<file path="src/lbc_pkg.sv">
package lbc_pkg;

    // ------------------------------------------------------------
    // register placement and field layout
    // ------------------------------------------------------------
    localparam logic [4:0]  LBC_REG_ADDR        = 5'h18;
    localparam int          LBC_BAD_SSD_BIT     = 15;
    localparam int          LBC_CODING_BP_BIT   = 14;
    localparam int          LBC_SCR_BP_BIT      = 13;
    localparam int          LBC_ALIGN_BP_BIT    = 12;
    localparam int          LBC_TEN_LPBK_BIT    = 11;
    localparam int          LBC_LB_SEL_LSB      = 8;
    localparam logic        LBC_BAD_SSD_RST     = 1'b1;
    localparam logic        LBC_TEN_LPBK_RST    = 1'b0;
    localparam logic [1:0]  LBC_LB_SEL_RST      = 2'h0;

    // ------------------------------------------------------------
    // receive error code and idle count
    // ------------------------------------------------------------
    localparam logic [3:0]  LBC_BAD_SSD_CODE    = 4'he;
    localparam logic [1:0]  LBC_IDLE_NEEDED     = 2'h2;

    // ------------------------------------------------------------
    // loopback dead time
    // ------------------------------------------------------------
    localparam int          LBC_CLK_MHZ         = 250;
    localparam int          LBC_DEAD_TIME_US    = 550;
    localparam int          LBC_DEAD_CYCLES     = LBC_DEAD_TIME_US * LBC_CLK_MHZ;
    localparam int          LBC_DEAD_CNT_W      = 18;

    typedef enum logic [1:0]
    {
        LBC_LB_NORMAL   = 2'b00,
        LBC_LB_EXTERNAL = 2'b01,
        LBC_LB_REMOTE   = 2'b10,
        LBC_LB_RESERVED = 2'b11
    } lbc_lb_mode_t;

    typedef enum logic [0:0]
    {
        LBC_RX_PASS = 1'b0,
        LBC_RX_BAD  = 1'b1
    } lbc_rx_state_t;

    // one received symbol as seen by the mac: nibble plus error (fifth bit in transparent mode)
    typedef struct packed
    {
        logic [3:0] data;
        logic       er;
    } lbc_rx_sym_t;

endpackage : lbc_pkg

</file>
<file path="src/lbc_rx_err.sv">
module lbc_rx_err
(
    input  wire logic                core_clk,
    input  wire logic                rst,
    input  wire logic                ce,
    input  wire logic                detect_en,
    input  wire logic                align_bypass,
    input  wire logic                sym_valid,
    input  wire logic                bad_ssd,
    input  wire logic                idle_group,
    input  wire logic                crs_in,
    input  wire lbc_pkg::lbc_rx_sym_t sym_in,
    output lbc_pkg::lbc_rx_sym_t     sym_out,
    output logic                     crs_out
);
    import lbc_pkg::*;

    lbc_rx_state_t state_reg;
    lbc_rx_state_t state_next;
    logic [1:0]    idle_cnt_reg;

    // ------------------------------------------------------------
    // bad delimiter state
    // ------------------------------------------------------------
    always_comb
    begin
        state_next = state_reg;
        case (state_reg)
            LBC_RX_PASS:
                if (sym_valid && bad_ssd && detect_en && !align_bypass)
                    state_next = LBC_RX_BAD;
            LBC_RX_BAD:
                if (align_bypass)
                    state_next = LBC_RX_PASS;
                else if (sym_valid && idle_group && idle_cnt_reg == LBC_IDLE_NEEDED - 2'h1)
                    state_next = LBC_RX_PASS;
            default:
                state_next = LBC_RX_PASS;
        endcase
    end

    always_ff @(posedge core_clk or posedge rst)
    begin
        if (rst)
            state_reg <= LBC_RX_PASS;
        else if (ce)
            state_reg <= state_next;
    end

    // consecutive idle groups seen while in the error state
    always_ff @(posedge core_clk or posedge rst)
    begin
        if (rst)
            idle_cnt_reg <= 2'h0;
        else if (ce)
        begin
            if (state_reg != LBC_RX_BAD)
                idle_cnt_reg <= 2'h0;
            else if (sym_valid)
                idle_cnt_reg <= idle_group ? idle_cnt_reg + 2'h1 : 2'h0;
        end
    end

    // ------------------------------------------------------------
    // output stage
    // ------------------------------------------------------------
    always_ff @(posedge core_clk or posedge rst)
    begin
        if (rst)
        begin
            sym_out <= '0;
            crs_out <= 1'b0;
        end
        else if (ce)
        begin
            if (state_next == LBC_RX_BAD)
            begin
                // er doubles as the fifth bit, giving 11110 in transparent mode
                sym_out.data <= LBC_BAD_SSD_CODE;
                sym_out.er   <= 1'b1;
                crs_out      <= 1'b1;
            end
            // alignment bypass hands the stream back untouched at once
            else if (state_reg == LBC_RX_BAD && !align_bypass)
            begin
                sym_out <= '0;
                crs_out <= 1'b0;
            end
            else
            begin
                sym_out <= sym_in;
                crs_out <= crs_in;
            end
        end
    end

endmodule : lbc_rx_err

</file>
<file path="src/lbc_top.sv">
// Operation
// - bit 15 resets to one and enables bad start delimiter detection
// - bad delimiter forces error high and nibble 1110 until two consecutive idles
// - two consecutive idle groups after a bad delimiter drop error and carrier sense
// - in transparent mode the five-bit value shown is 11110
// - alignment bypass leaves receive data and error untouched
// - bits 14 to 12 load strap levels on the first enabled edge after reset, then software writable
// - bit 14 bypasses four-to-five encoding and decoding
// - bit 13 bypasses scrambler and descrambler
// - bit 12 bypasses descramble, alignment, decode, encode and scramble
// - bit 11 resets to zero and enables manchester codec loopback
// - bits 9:8 reset to 00 select normal, external, remote, reserved
// - remote loopback returns line data to transmit and mii, ignores mac
// - entering external loopback gives 550 us dead time on data outputs
// - internal loopback in the basic control register overrides bits 9:8
module lbc_top
#(
    parameter int DEAD_CYCLES = lbc_pkg::LBC_DEAD_CYCLES
)
(
    input  wire logic                 core_clk,
    input  wire logic                 rst,
    input  wire logic                 ce,
    input  wire logic                 coding_bypass_strap,
    input  wire logic                 scrambler_bypass_strap,
    input  wire logic                 alignment_bypass_strap,
    input  wire logic                 reg_wr_en,
    input  wire logic                 reg_rd_en,
    input  wire logic [4:0]           reg_addr,
    input  wire logic [15:0]          reg_wr_data,
    output logic [15:0]               reg_rd_data,
    input  wire logic                 basic_control_reg_loopback,
    input  wire logic                 rx_sym_valid,
    input  wire logic                 rx_bad_ssd,
    input  wire logic                 rx_idle_group,
    input  wire logic                 rx_crs_in,
    input  wire lbc_pkg::lbc_rx_sym_t rx_sym_in,
    output lbc_pkg::lbc_rx_sym_t      rx_sym_out,
    output logic                      rx_crs_out,
    output logic                      rx_data_valid,
    input  wire logic [4:0]           mac_tx_sym,
    input  wire logic [4:0]           line_rx_sym,
    output logic [4:0]                tx_line_pair_sym,
    output logic                      tx_line_pair_valid,
    output logic                      coding_bypass,
    output logic                      scrambler_bypass,
    output logic                      alignment_bypass,
    output logic                      ten_meg_codec_loopback,
    output lbc_pkg::lbc_lb_mode_t     loopback_mode
);
    import lbc_pkg::*;

    logic                      bad_delimiter_detect_en;
    logic [1:0]                hundred_meg_loopback_sel;
    logic                      strap_pending_reg;
    logic                      reg_wr_hit;
    logic                      reg_rd_hit;
    logic                      mode_enter_ext;
    lbc_lb_mode_t              mode_next;
    logic [LBC_DEAD_CNT_W-1:0] dead_cnt_reg;
    logic                      dead_active;

    // ------------------------------------------------------------
    // address decode
    // ------------------------------------------------------------
    function automatic logic reg_hit(input logic [4:0] addr);
        return addr == LBC_REG_ADDR;
    endfunction : reg_hit

    assign reg_wr_hit     = reg_wr_en && reg_hit(reg_addr);
    assign reg_rd_hit     = reg_rd_en && reg_hit(reg_addr);
    // only the edge into external mode starts the dead time, staying there does not
    assign mode_enter_ext = mode_next == LBC_LB_EXTERNAL && loopback_mode != LBC_LB_EXTERNAL;
    assign dead_active    = dead_cnt_reg != '0;

    // ------------------------------------------------------------
    // register bits
    // ------------------------------------------------------------
    always_ff @(posedge core_clk or posedge rst)
    begin
        if (rst)
        begin
            bad_delimiter_detect_en  <= LBC_BAD_SSD_RST;
            ten_meg_codec_loopback   <= LBC_TEN_LPBK_RST;
            hundred_meg_loopback_sel <= LBC_LB_SEL_RST;
        end
        else if (ce && reg_wr_hit)
        begin
            bad_delimiter_detect_en  <= reg_wr_data[LBC_BAD_SSD_BIT];
            ten_meg_codec_loopback   <= reg_wr_data[LBC_TEN_LPBK_BIT];
            hundred_meg_loopback_sel <= reg_wr_data[LBC_LB_SEL_LSB +: 2];
        end
    end

    // strap levels are caught on the first enabled edge after reset release
    // and win over a register write that lands on that same edge
    always_ff @(posedge core_clk or posedge rst)
    begin
        if (rst)
            strap_pending_reg <= 1'b1;
        else if (ce)
            strap_pending_reg <= 1'b0;
    end

    always_ff @(posedge core_clk or posedge rst)
    begin
        if (rst)
        begin
            coding_bypass    <= 1'b0;
            scrambler_bypass <= 1'b0;
            alignment_bypass <= 1'b0;
        end
        else if (ce && strap_pending_reg)
        begin
            coding_bypass    <= coding_bypass_strap;
            scrambler_bypass <= scrambler_bypass_strap;
            alignment_bypass <= alignment_bypass_strap;
        end
        else if (ce && reg_wr_hit)
        begin
            coding_bypass    <= reg_wr_data[LBC_CODING_BP_BIT];
            scrambler_bypass <= reg_wr_data[LBC_SCR_BP_BIT];
            alignment_bypass <= reg_wr_data[LBC_ALIGN_BP_BIT];
        end
    end

    // reserved bit 10 and the low byte read as zero
    always_ff @(posedge core_clk or posedge rst)
    begin
        if (rst)
            reg_rd_data <= 16'h0000;
        else if (ce)
        begin
            reg_rd_data <= 16'h0000;
            if (reg_rd_hit)
            begin
                reg_rd_data[LBC_BAD_SSD_BIT]      <= bad_delimiter_detect_en;
                reg_rd_data[LBC_CODING_BP_BIT]    <= coding_bypass;
                reg_rd_data[LBC_SCR_BP_BIT]       <= scrambler_bypass;
                reg_rd_data[LBC_ALIGN_BP_BIT]     <= alignment_bypass;
                reg_rd_data[LBC_TEN_LPBK_BIT]     <= ten_meg_codec_loopback;
                reg_rd_data[LBC_LB_SEL_LSB +: 2]  <= hundred_meg_loopback_sel;
            end
        end
    end

    // ------------------------------------------------------------
    // loopback mode and dead time
    // ------------------------------------------------------------
    always_comb
    begin
        // internal loopback wins: field is masked to normal while it is set
        if (basic_control_reg_loopback)
            mode_next = LBC_LB_NORMAL;
        else
            mode_next = lbc_lb_mode_t'(hundred_meg_loopback_sel);
    end

    always_ff @(posedge core_clk or posedge rst)
    begin
        if (rst)
            loopback_mode <= LBC_LB_NORMAL;
        else if (ce)
            loopback_mode <= mode_next;
    end

    always_ff @(posedge core_clk or posedge rst)
    begin
        if (rst)
            dead_cnt_reg <= '0;
        else if (ce)
        begin
            if (mode_enter_ext)
                dead_cnt_reg <= LBC_DEAD_CNT_W'(DEAD_CYCLES);
            else if (dead_active)
                dead_cnt_reg <= dead_cnt_reg - LBC_DEAD_CNT_W'(1);
        end
    end

    // ------------------------------------------------------------
    // transmit selection
    // ------------------------------------------------------------
    always_ff @(posedge core_clk or posedge rst)
    begin
        if (rst)
        begin
            tx_line_pair_sym   <= 5'h00;
            tx_line_pair_valid <= 1'b0;
            rx_data_valid      <= 1'b0;
        end
        else if (ce)
        begin
            if (loopback_mode == LBC_LB_REMOTE)
                tx_line_pair_sym <= line_rx_sym;
            else
                tx_line_pair_sym <= mac_tx_sym;
            tx_line_pair_valid <= !dead_active;
            rx_data_valid      <= !dead_active;
        end
    end

    // ------------------------------------------------------------
    // receive error handling
    // ------------------------------------------------------------
    lbc_rx_err u_rx_err
    (
        .core_clk     (core_clk),
        .rst          (rst),
        .ce           (ce),
        .detect_en    (bad_delimiter_detect_en),
        .align_bypass (alignment_bypass),
        .sym_valid    (rx_sym_valid),
        .bad_ssd      (rx_bad_ssd),
        .idle_group   (rx_idle_group),
        .crs_in       (rx_crs_in),
        .sym_in       (rx_sym_in),
        .sym_out      (rx_sym_out),
        .crs_out      (rx_crs_out)
    );

endmodule : lbc_top

</file>
<file path="config.mk">
export PLATFORM = sky130hd
export DESIGN_NAME = lbc_top
export DESIGN_NICKNAME = d
export VERILOG_FILES = /design/src/lbc_pkg.sv /design/src/lbc_rx_err.sv /design/src/lbc_top.sv
export SDC_FILE = /design/constraint.sdc
export NUM_CORES = 1
export LEC_CHECK = 0
export ABC_CLOCK_PERIOD_IN_PS = 1740
export BUFFER_PORTS_ARGS = -buffer_cell sky130_fd_sc_hd__clkbuf_2
export CORE_MARGIN = 4
export CORE_UTILIZATION = 47
export CTS_BUF_LIST = sky130_fd_sc_hd__clkbuf_2 sky130_fd_sc_hd__clkbuf_4 sky130_fd_sc_hd__clkbuf_8
export CTS_CLUSTER_DIAMETER = 50
export DETAILED_ROUTE_END_ITERATION = 8
export PLACE_DENSITY_LB_ADDON = 0.05
export REMOVE_ABC_BUFFERS = 1
export SYNTH_ARGS = -nofsm -noshare
export SYNTH_HDL_FRONTEND = slang
export SYNTH_SLANG_ARGS = --single-unit
</file>
<file path="constraint.sdc">
create_clock -name core_clk -period 1.74 [get_ports core_clk]
set_clock_uncertainty 0.15 [all_clocks]
set_input_delay 0.087 -clock core_clk [delete_from_list [all_inputs] [get_ports core_clk]]
set_output_delay 0.087 -clock core_clk [all_outputs]
set_load 0.02 [all_outputs]
</file>
### Word level (Yosys, flattened, before mapping)

Index checks and enable logic that the tools add are counted.

* add/sub/neg operators: 2
* $mul: 0
* div/mod/pow operators: 0
* magnitude comparators: 0
* equal/unequal tests: 6
* shift-type cells: 0
* multiplexer cells: 23
* bitwise operators: 1
* reduce and logical (&&, ||, !) cells: 18

Operator list (number)
* $mux 18: 2
* $mux 5: 4
* $reduce_bool 18->1: 1
* $sub 18x1->18 const B: 1
* $logic_and 1x1->1: 11
* $mux 1: 11
* $mux 2: 5
* $eq 5x5->1 const B: 1
* $eq 2x1->1 const B: 2
* $reduce_and 2->1: 2
* $reduce_bool 2->1: 2
* $add 2x1->2 const B: 1
* $eq 2x2->1 const B: 1
* $logic_not 1->1: 2
* $ne 2x1->1 const B: 1
* $ne 2x2->1 const B: 1
* $pmux 1 s2: 1
* $not 1->1: 1

* bits in registers: 50
* latch bits: 0
* RAM bits: 0
* bits in read-only memories: 0
* input port bits: 49
* output and inout port bits: 35
* logic and storage cells: 67
* memories kept: 0

### Depth between registers and ports, before layout

* depth after elaboration: 6
* mapped depth: 6

### Modules after synthesis

From an unflattened synthesis, not the netlist that was laid out.

* cells, all modules: 265
* area, all modules: 2626.3 um^2

Modules (own cells, without submodules)
* lbc_top: instances 1, cells an instance 215, area each 2168.3 um^2
* lbc_rx_err: instances 1, cells an instance 50, area each 457.9 um^2

### Worst setup path before layout

OpenSTA, ideal clock, no wires.

* kind: reg-to-reg
* start point: register dead_cnt_reg[0]
* end point: register dead_cnt_reg[16]
* library setup time: 78 ps
* arrival time: 1665 ps
* required time: 1512 ps
* path slack: -153 ps
* stages on the path, launching flop included: 7
* cells stage by stage: dfrtp_1 > inv_1 > ha_1 > nor3b_2 > nand3_2 > or4b_1 > a21oi_1

* longest elaborated chain between the ends: 3
* elaborated cells on any way between the ends: 6
* those cells by class: add/sub (1); mux (2); reduce/logical (3)

Ends and longest elaborated chain
* from (decl): RTL line lbc_top.sv:60 `logic [LBC_DEAD_CNT_W-1:0] dead_cnt_reg;`
* from (signal assigned): RTL line lbc_top.sv:174 `dead_cnt_reg <= LBC_DEAD_CNT_W'(DEAD_CYCLES);`
* from (signal assigned): RTL line lbc_top.sv:176 `dead_cnt_reg <= dead_cnt_reg - LBC_DEAD_CNT_W'(1);`
* $sub 18x1->18 or $reduce_bool 18->1 (tied branches): RTL line lbc_top.sv:176, lbc_top.sv:74
* $mux 18 or $reduce_bool 2->1 (tied branches)
* $mux 18 or $reduce_and 2->1 (tied branches)

Parallel ways exist; a longest one is shown, timed or not. The select of a mux whose other input is x is not followed.
A chain may end at the register's enable or synchronous reset.

### Worst setup path after layout

* start point: register dead_cnt_reg[1]
* end point: register dead_cnt_reg[16]

The elaborated chain is that of the path after synthesis.

==> flow_metrics.env <==
export IMPL_fmax_mhz=532
export IMPL_clock_latency_ns=0.30
export IMPL_layout_min_cycle_time_ns=1.88
export IMPL_fill_cells=391
export IMPL_cts_root_buf="clkbuf_8"
export IMPL_yosys_top_cells_area="dfrtp_1, mux2i_1, a21oi_1"
export IMPL_vias=2363
export IMPL_die_x_um=81.5
export IMPL_ys_flop_type="dfrtp_1"
export IMPL_power_share_switching_pct=34.7
export IMPL_yosys_warnings=0
export IMPL_path_max_fanout=4
export IMPL_ios=84
export IMPL_largest_reg_flops=18
export IMPL_drtPass1Iterations=4
export IMPL_crit_required_ns=1.83
export IMPL_drtAntennaViolNets=0
export IMPL_synth_area_um2=2540
export IMPL_hold_class="in -> reg"
export IMPL_maxSlewViolCount=0
export IMPL_drive_gt1_share_pct=41.7
export IMPL_core_um2=5170
export IMPL_fin_cells=456
export IMPL_p_leak_nw=1.82
export IMPL_cp_arrival_ns=1.97
export IMPL_diodes=0
export IMPL_p_switching_mw=1.53
export IMPL_fin_area_um2=3770
export IMPL_yosysMostFrequentCell="dfrtp_1"
export IMPL_finalSetupViolations=12
export IMPL_num_rows=26
export IMPL_worstSetupPathType="reg -> reg"
export IMPL_grt_antenna_before_repair=0
export IMPL_start_util_pct=49.1
export IMPL_power_mw=4.41
export IMPL_status="complete, but fails checks"
export IMPL_cts_sinks=50
export IMPL_clk_path_buf_depth=2
export IMPL_cts_buffers=5
export IMPL_power_frac_comb_pct=41.6
export IMPL_placedCellCount=410
export IMPL_synth_cell_types=53
export IMPL_end_kind="flop"
export IMPL_synth_common_cells="dfrtp_1, nand2_1, nor2_1, a21oi_1, mux2i_1"
export IMPL_regArea_um2=1250
export IMPL_rsz0062_at_grt="true"
export IMPL_p_seq_share_pct=38.6
export IMPL_die_area_um2=6640
export IMPL_routedWlPerCell_um=15.5
export IMPL_grt_max_degree=35
export IMPL_cts_clk_slew_worst_paths_ns=0.10
export IMPL_wirelength_mm=7.08
export IMPL_finalCritPeriodShare_pct=108
export IMPL_ys_async_sr_fraction_pct=100
export IMPL_area_growth_pct=48.5
export IMPL_maxCapViolations=0
export IMPL_place_congestion=0.902
export IMPL_yosysSeqAreaShare_pct=49.4
export IMPL_grt_use_total_pct=22.9
export IMPL_h_tree_depth=2
export IMPL_drt_iter0_drc=124
export IMPL_overflow=0
export IMPL_cts_tree="yes"
export IMPL_peakVddDrop_uv=609
export IMPL_route_detailed_drc=0
export IMPL_synth_edf_count=0
export IMPL_synth_seq_cells=50
export IMPL_multi_input_area_um2=1280
export IMPL_start_kind="flop"
export IMPL_synth_top_cell_area_share_pct=47.3
export IMPL_nets=436
export IMPL_fin_ws_ns=-0.139
export IMPL_die_y_um=81.5
export IMPL_syn_avg_cell_area_um2=10.2
export IMPL_p_int_mw=2.88
export IMPL_violations="negative setup slack"
export IMPL_vias_per_cell=5.18
export IMPL_io_buffers=65
export IMPL_dp_hpwl_mm=4.62
export IMPL_grt_pass1_wl_mm=11.6
export IMPL_yosysTopAreaCell="dfrtp_1"
export IMPL_grt_pass1_vias=2508
export IMPL_synthCells=248
export IMPL_place_area_um2=3160
export IMPL_finalHoldViolations=0
export IMPL_p_per_area_nw_per_um2=1170
export IMPL_clkPwrFrac_pct=19.9
critical path: stages, from the launching register on:
cell and delay (ns):
dfrtp_1 0.40, inv_2 0.09, ha_4 0.14, nor3b_4 0.27, nand3_2 0.16, or4b_4 0.50
a21oi_2 0.13
layout make-up:
cell class                      instances  area share (%)
Inverter                                7           0.697
Tap cell                               70            2.32
Multi-Input combinational cell        179            34.0
Clock buffer                            7            2.39
Timing Repair Buffer                  142            26.5
Clock inverter                          1           0.796
Sequential cell                        50            33.2
metal layers:
layer | share of wire (%) | GRT usage, %
met5 | 0 | 0
met4 | 1.9 | 7.94
met3 | 4.0 | 4.93
met2 | 53 | 40.3
met1 | 41 | 27.7
through the flow:
stage / setup TNS (ns) / hold WS (ns) / util (%) / setup WS (ns)
detailed placement: -1.49 / -0.0747 / 61.2 / -0.199
global placement: -0.987 / -0.0705 / 61.2 / -0.153
finish: -0.847 / 0.0208 / 72.9 / -0.139
floorplan: -0.436 / -0.0312 / - / -0.152
CTS: -0.976 / 0.00469 / 71.6 / -0.169
global route: -2.39 / 0.0377 / 72.9 / -0.222
cell families (layout without fill, tap and decap cells):
| group | Yosys count | in the layout | share of synthesized area [%] |
|---|---|---|---|
| buf+inv | 27 | 157 | 5.91 |
| compound gates | 53 | 53 | 13.9 |
| simple gates | 96 | 96 | 22.0 |
| mux | 19 | 19 | 7.73 |
| fa+ha+maj | 2 | 2 | 0.985 |
| other cells | 1 | 9 | 0.148 |
| flops | 50 | 50 | 49.4 |
cell usage in the layout, fill, tap and decap left out, types with 2 or more instances in the layout:
cell,count
clkbuf_2,65
dfrtp_1,48
buf_4,44
dlygate4sd3_1,29
nor2_1,21
nand2_1,20
a21oi_1,15
mux2i_1,14
a22o_1,9
conb_1,9
o21ai_0,8
nand2b_1,6
clkbuf_8,6
inv_1,4
nand4_1,4
mux2_2,4
nor2b_1,3
nor3_1,3
nand3_1,3
and3_4,3
a21oi_2,3
inv_2,3
buf_6,3
nor4b_1,2
a31oi_1,2
nor4_4,2
nand3_2,2
o211ai_1,2
o22ai_1,2
and2_1,2
nand3b_1,2
dfstp_2,2
worst paths after layout:
check	cells after the start	slack, ns	end	from
min	4	0.02	u_rx_err.idle_cnt_reg[1]	rx_sym_valid
max in group asynchronous	4	0.79	dead_cnt_reg[9]	rst
min in group asynchronous	3	0.14	u_rx_err.crs_out	rst
min reg2reg	1	0.34	strap_pending_reg	strap_pending_reg
max reg2reg	6	-0.14	dead_cnt_reg[16]	dead_cnt_reg[1]
max	6	-0.14	dead_cnt_reg[16]	dead_cnt_reg[1]
power by group through the flow:
stage                     clock (mW)  combinational, mW  sequential [mW]
after CTS                      0.888               1.75             1.69
after global routing           0.937               1.99             1.73
after detailed placement           0               1.49             1.71
after global placement             0               1.44             1.70
final                          0.877               1.83             1.70
after floorplan                    0              0.678             1.78
repair_timing:
item | CTS | global route
hold buffers | 29 | 0
gates resized for setup | 17 | 16
setup endpoints to repair | 18 | 19
hold endpoints to repair | 70 | 0
pin swaps | 10 | 10
buffers inserted | 7 | 2
Power figures use the tool's default switching activity.
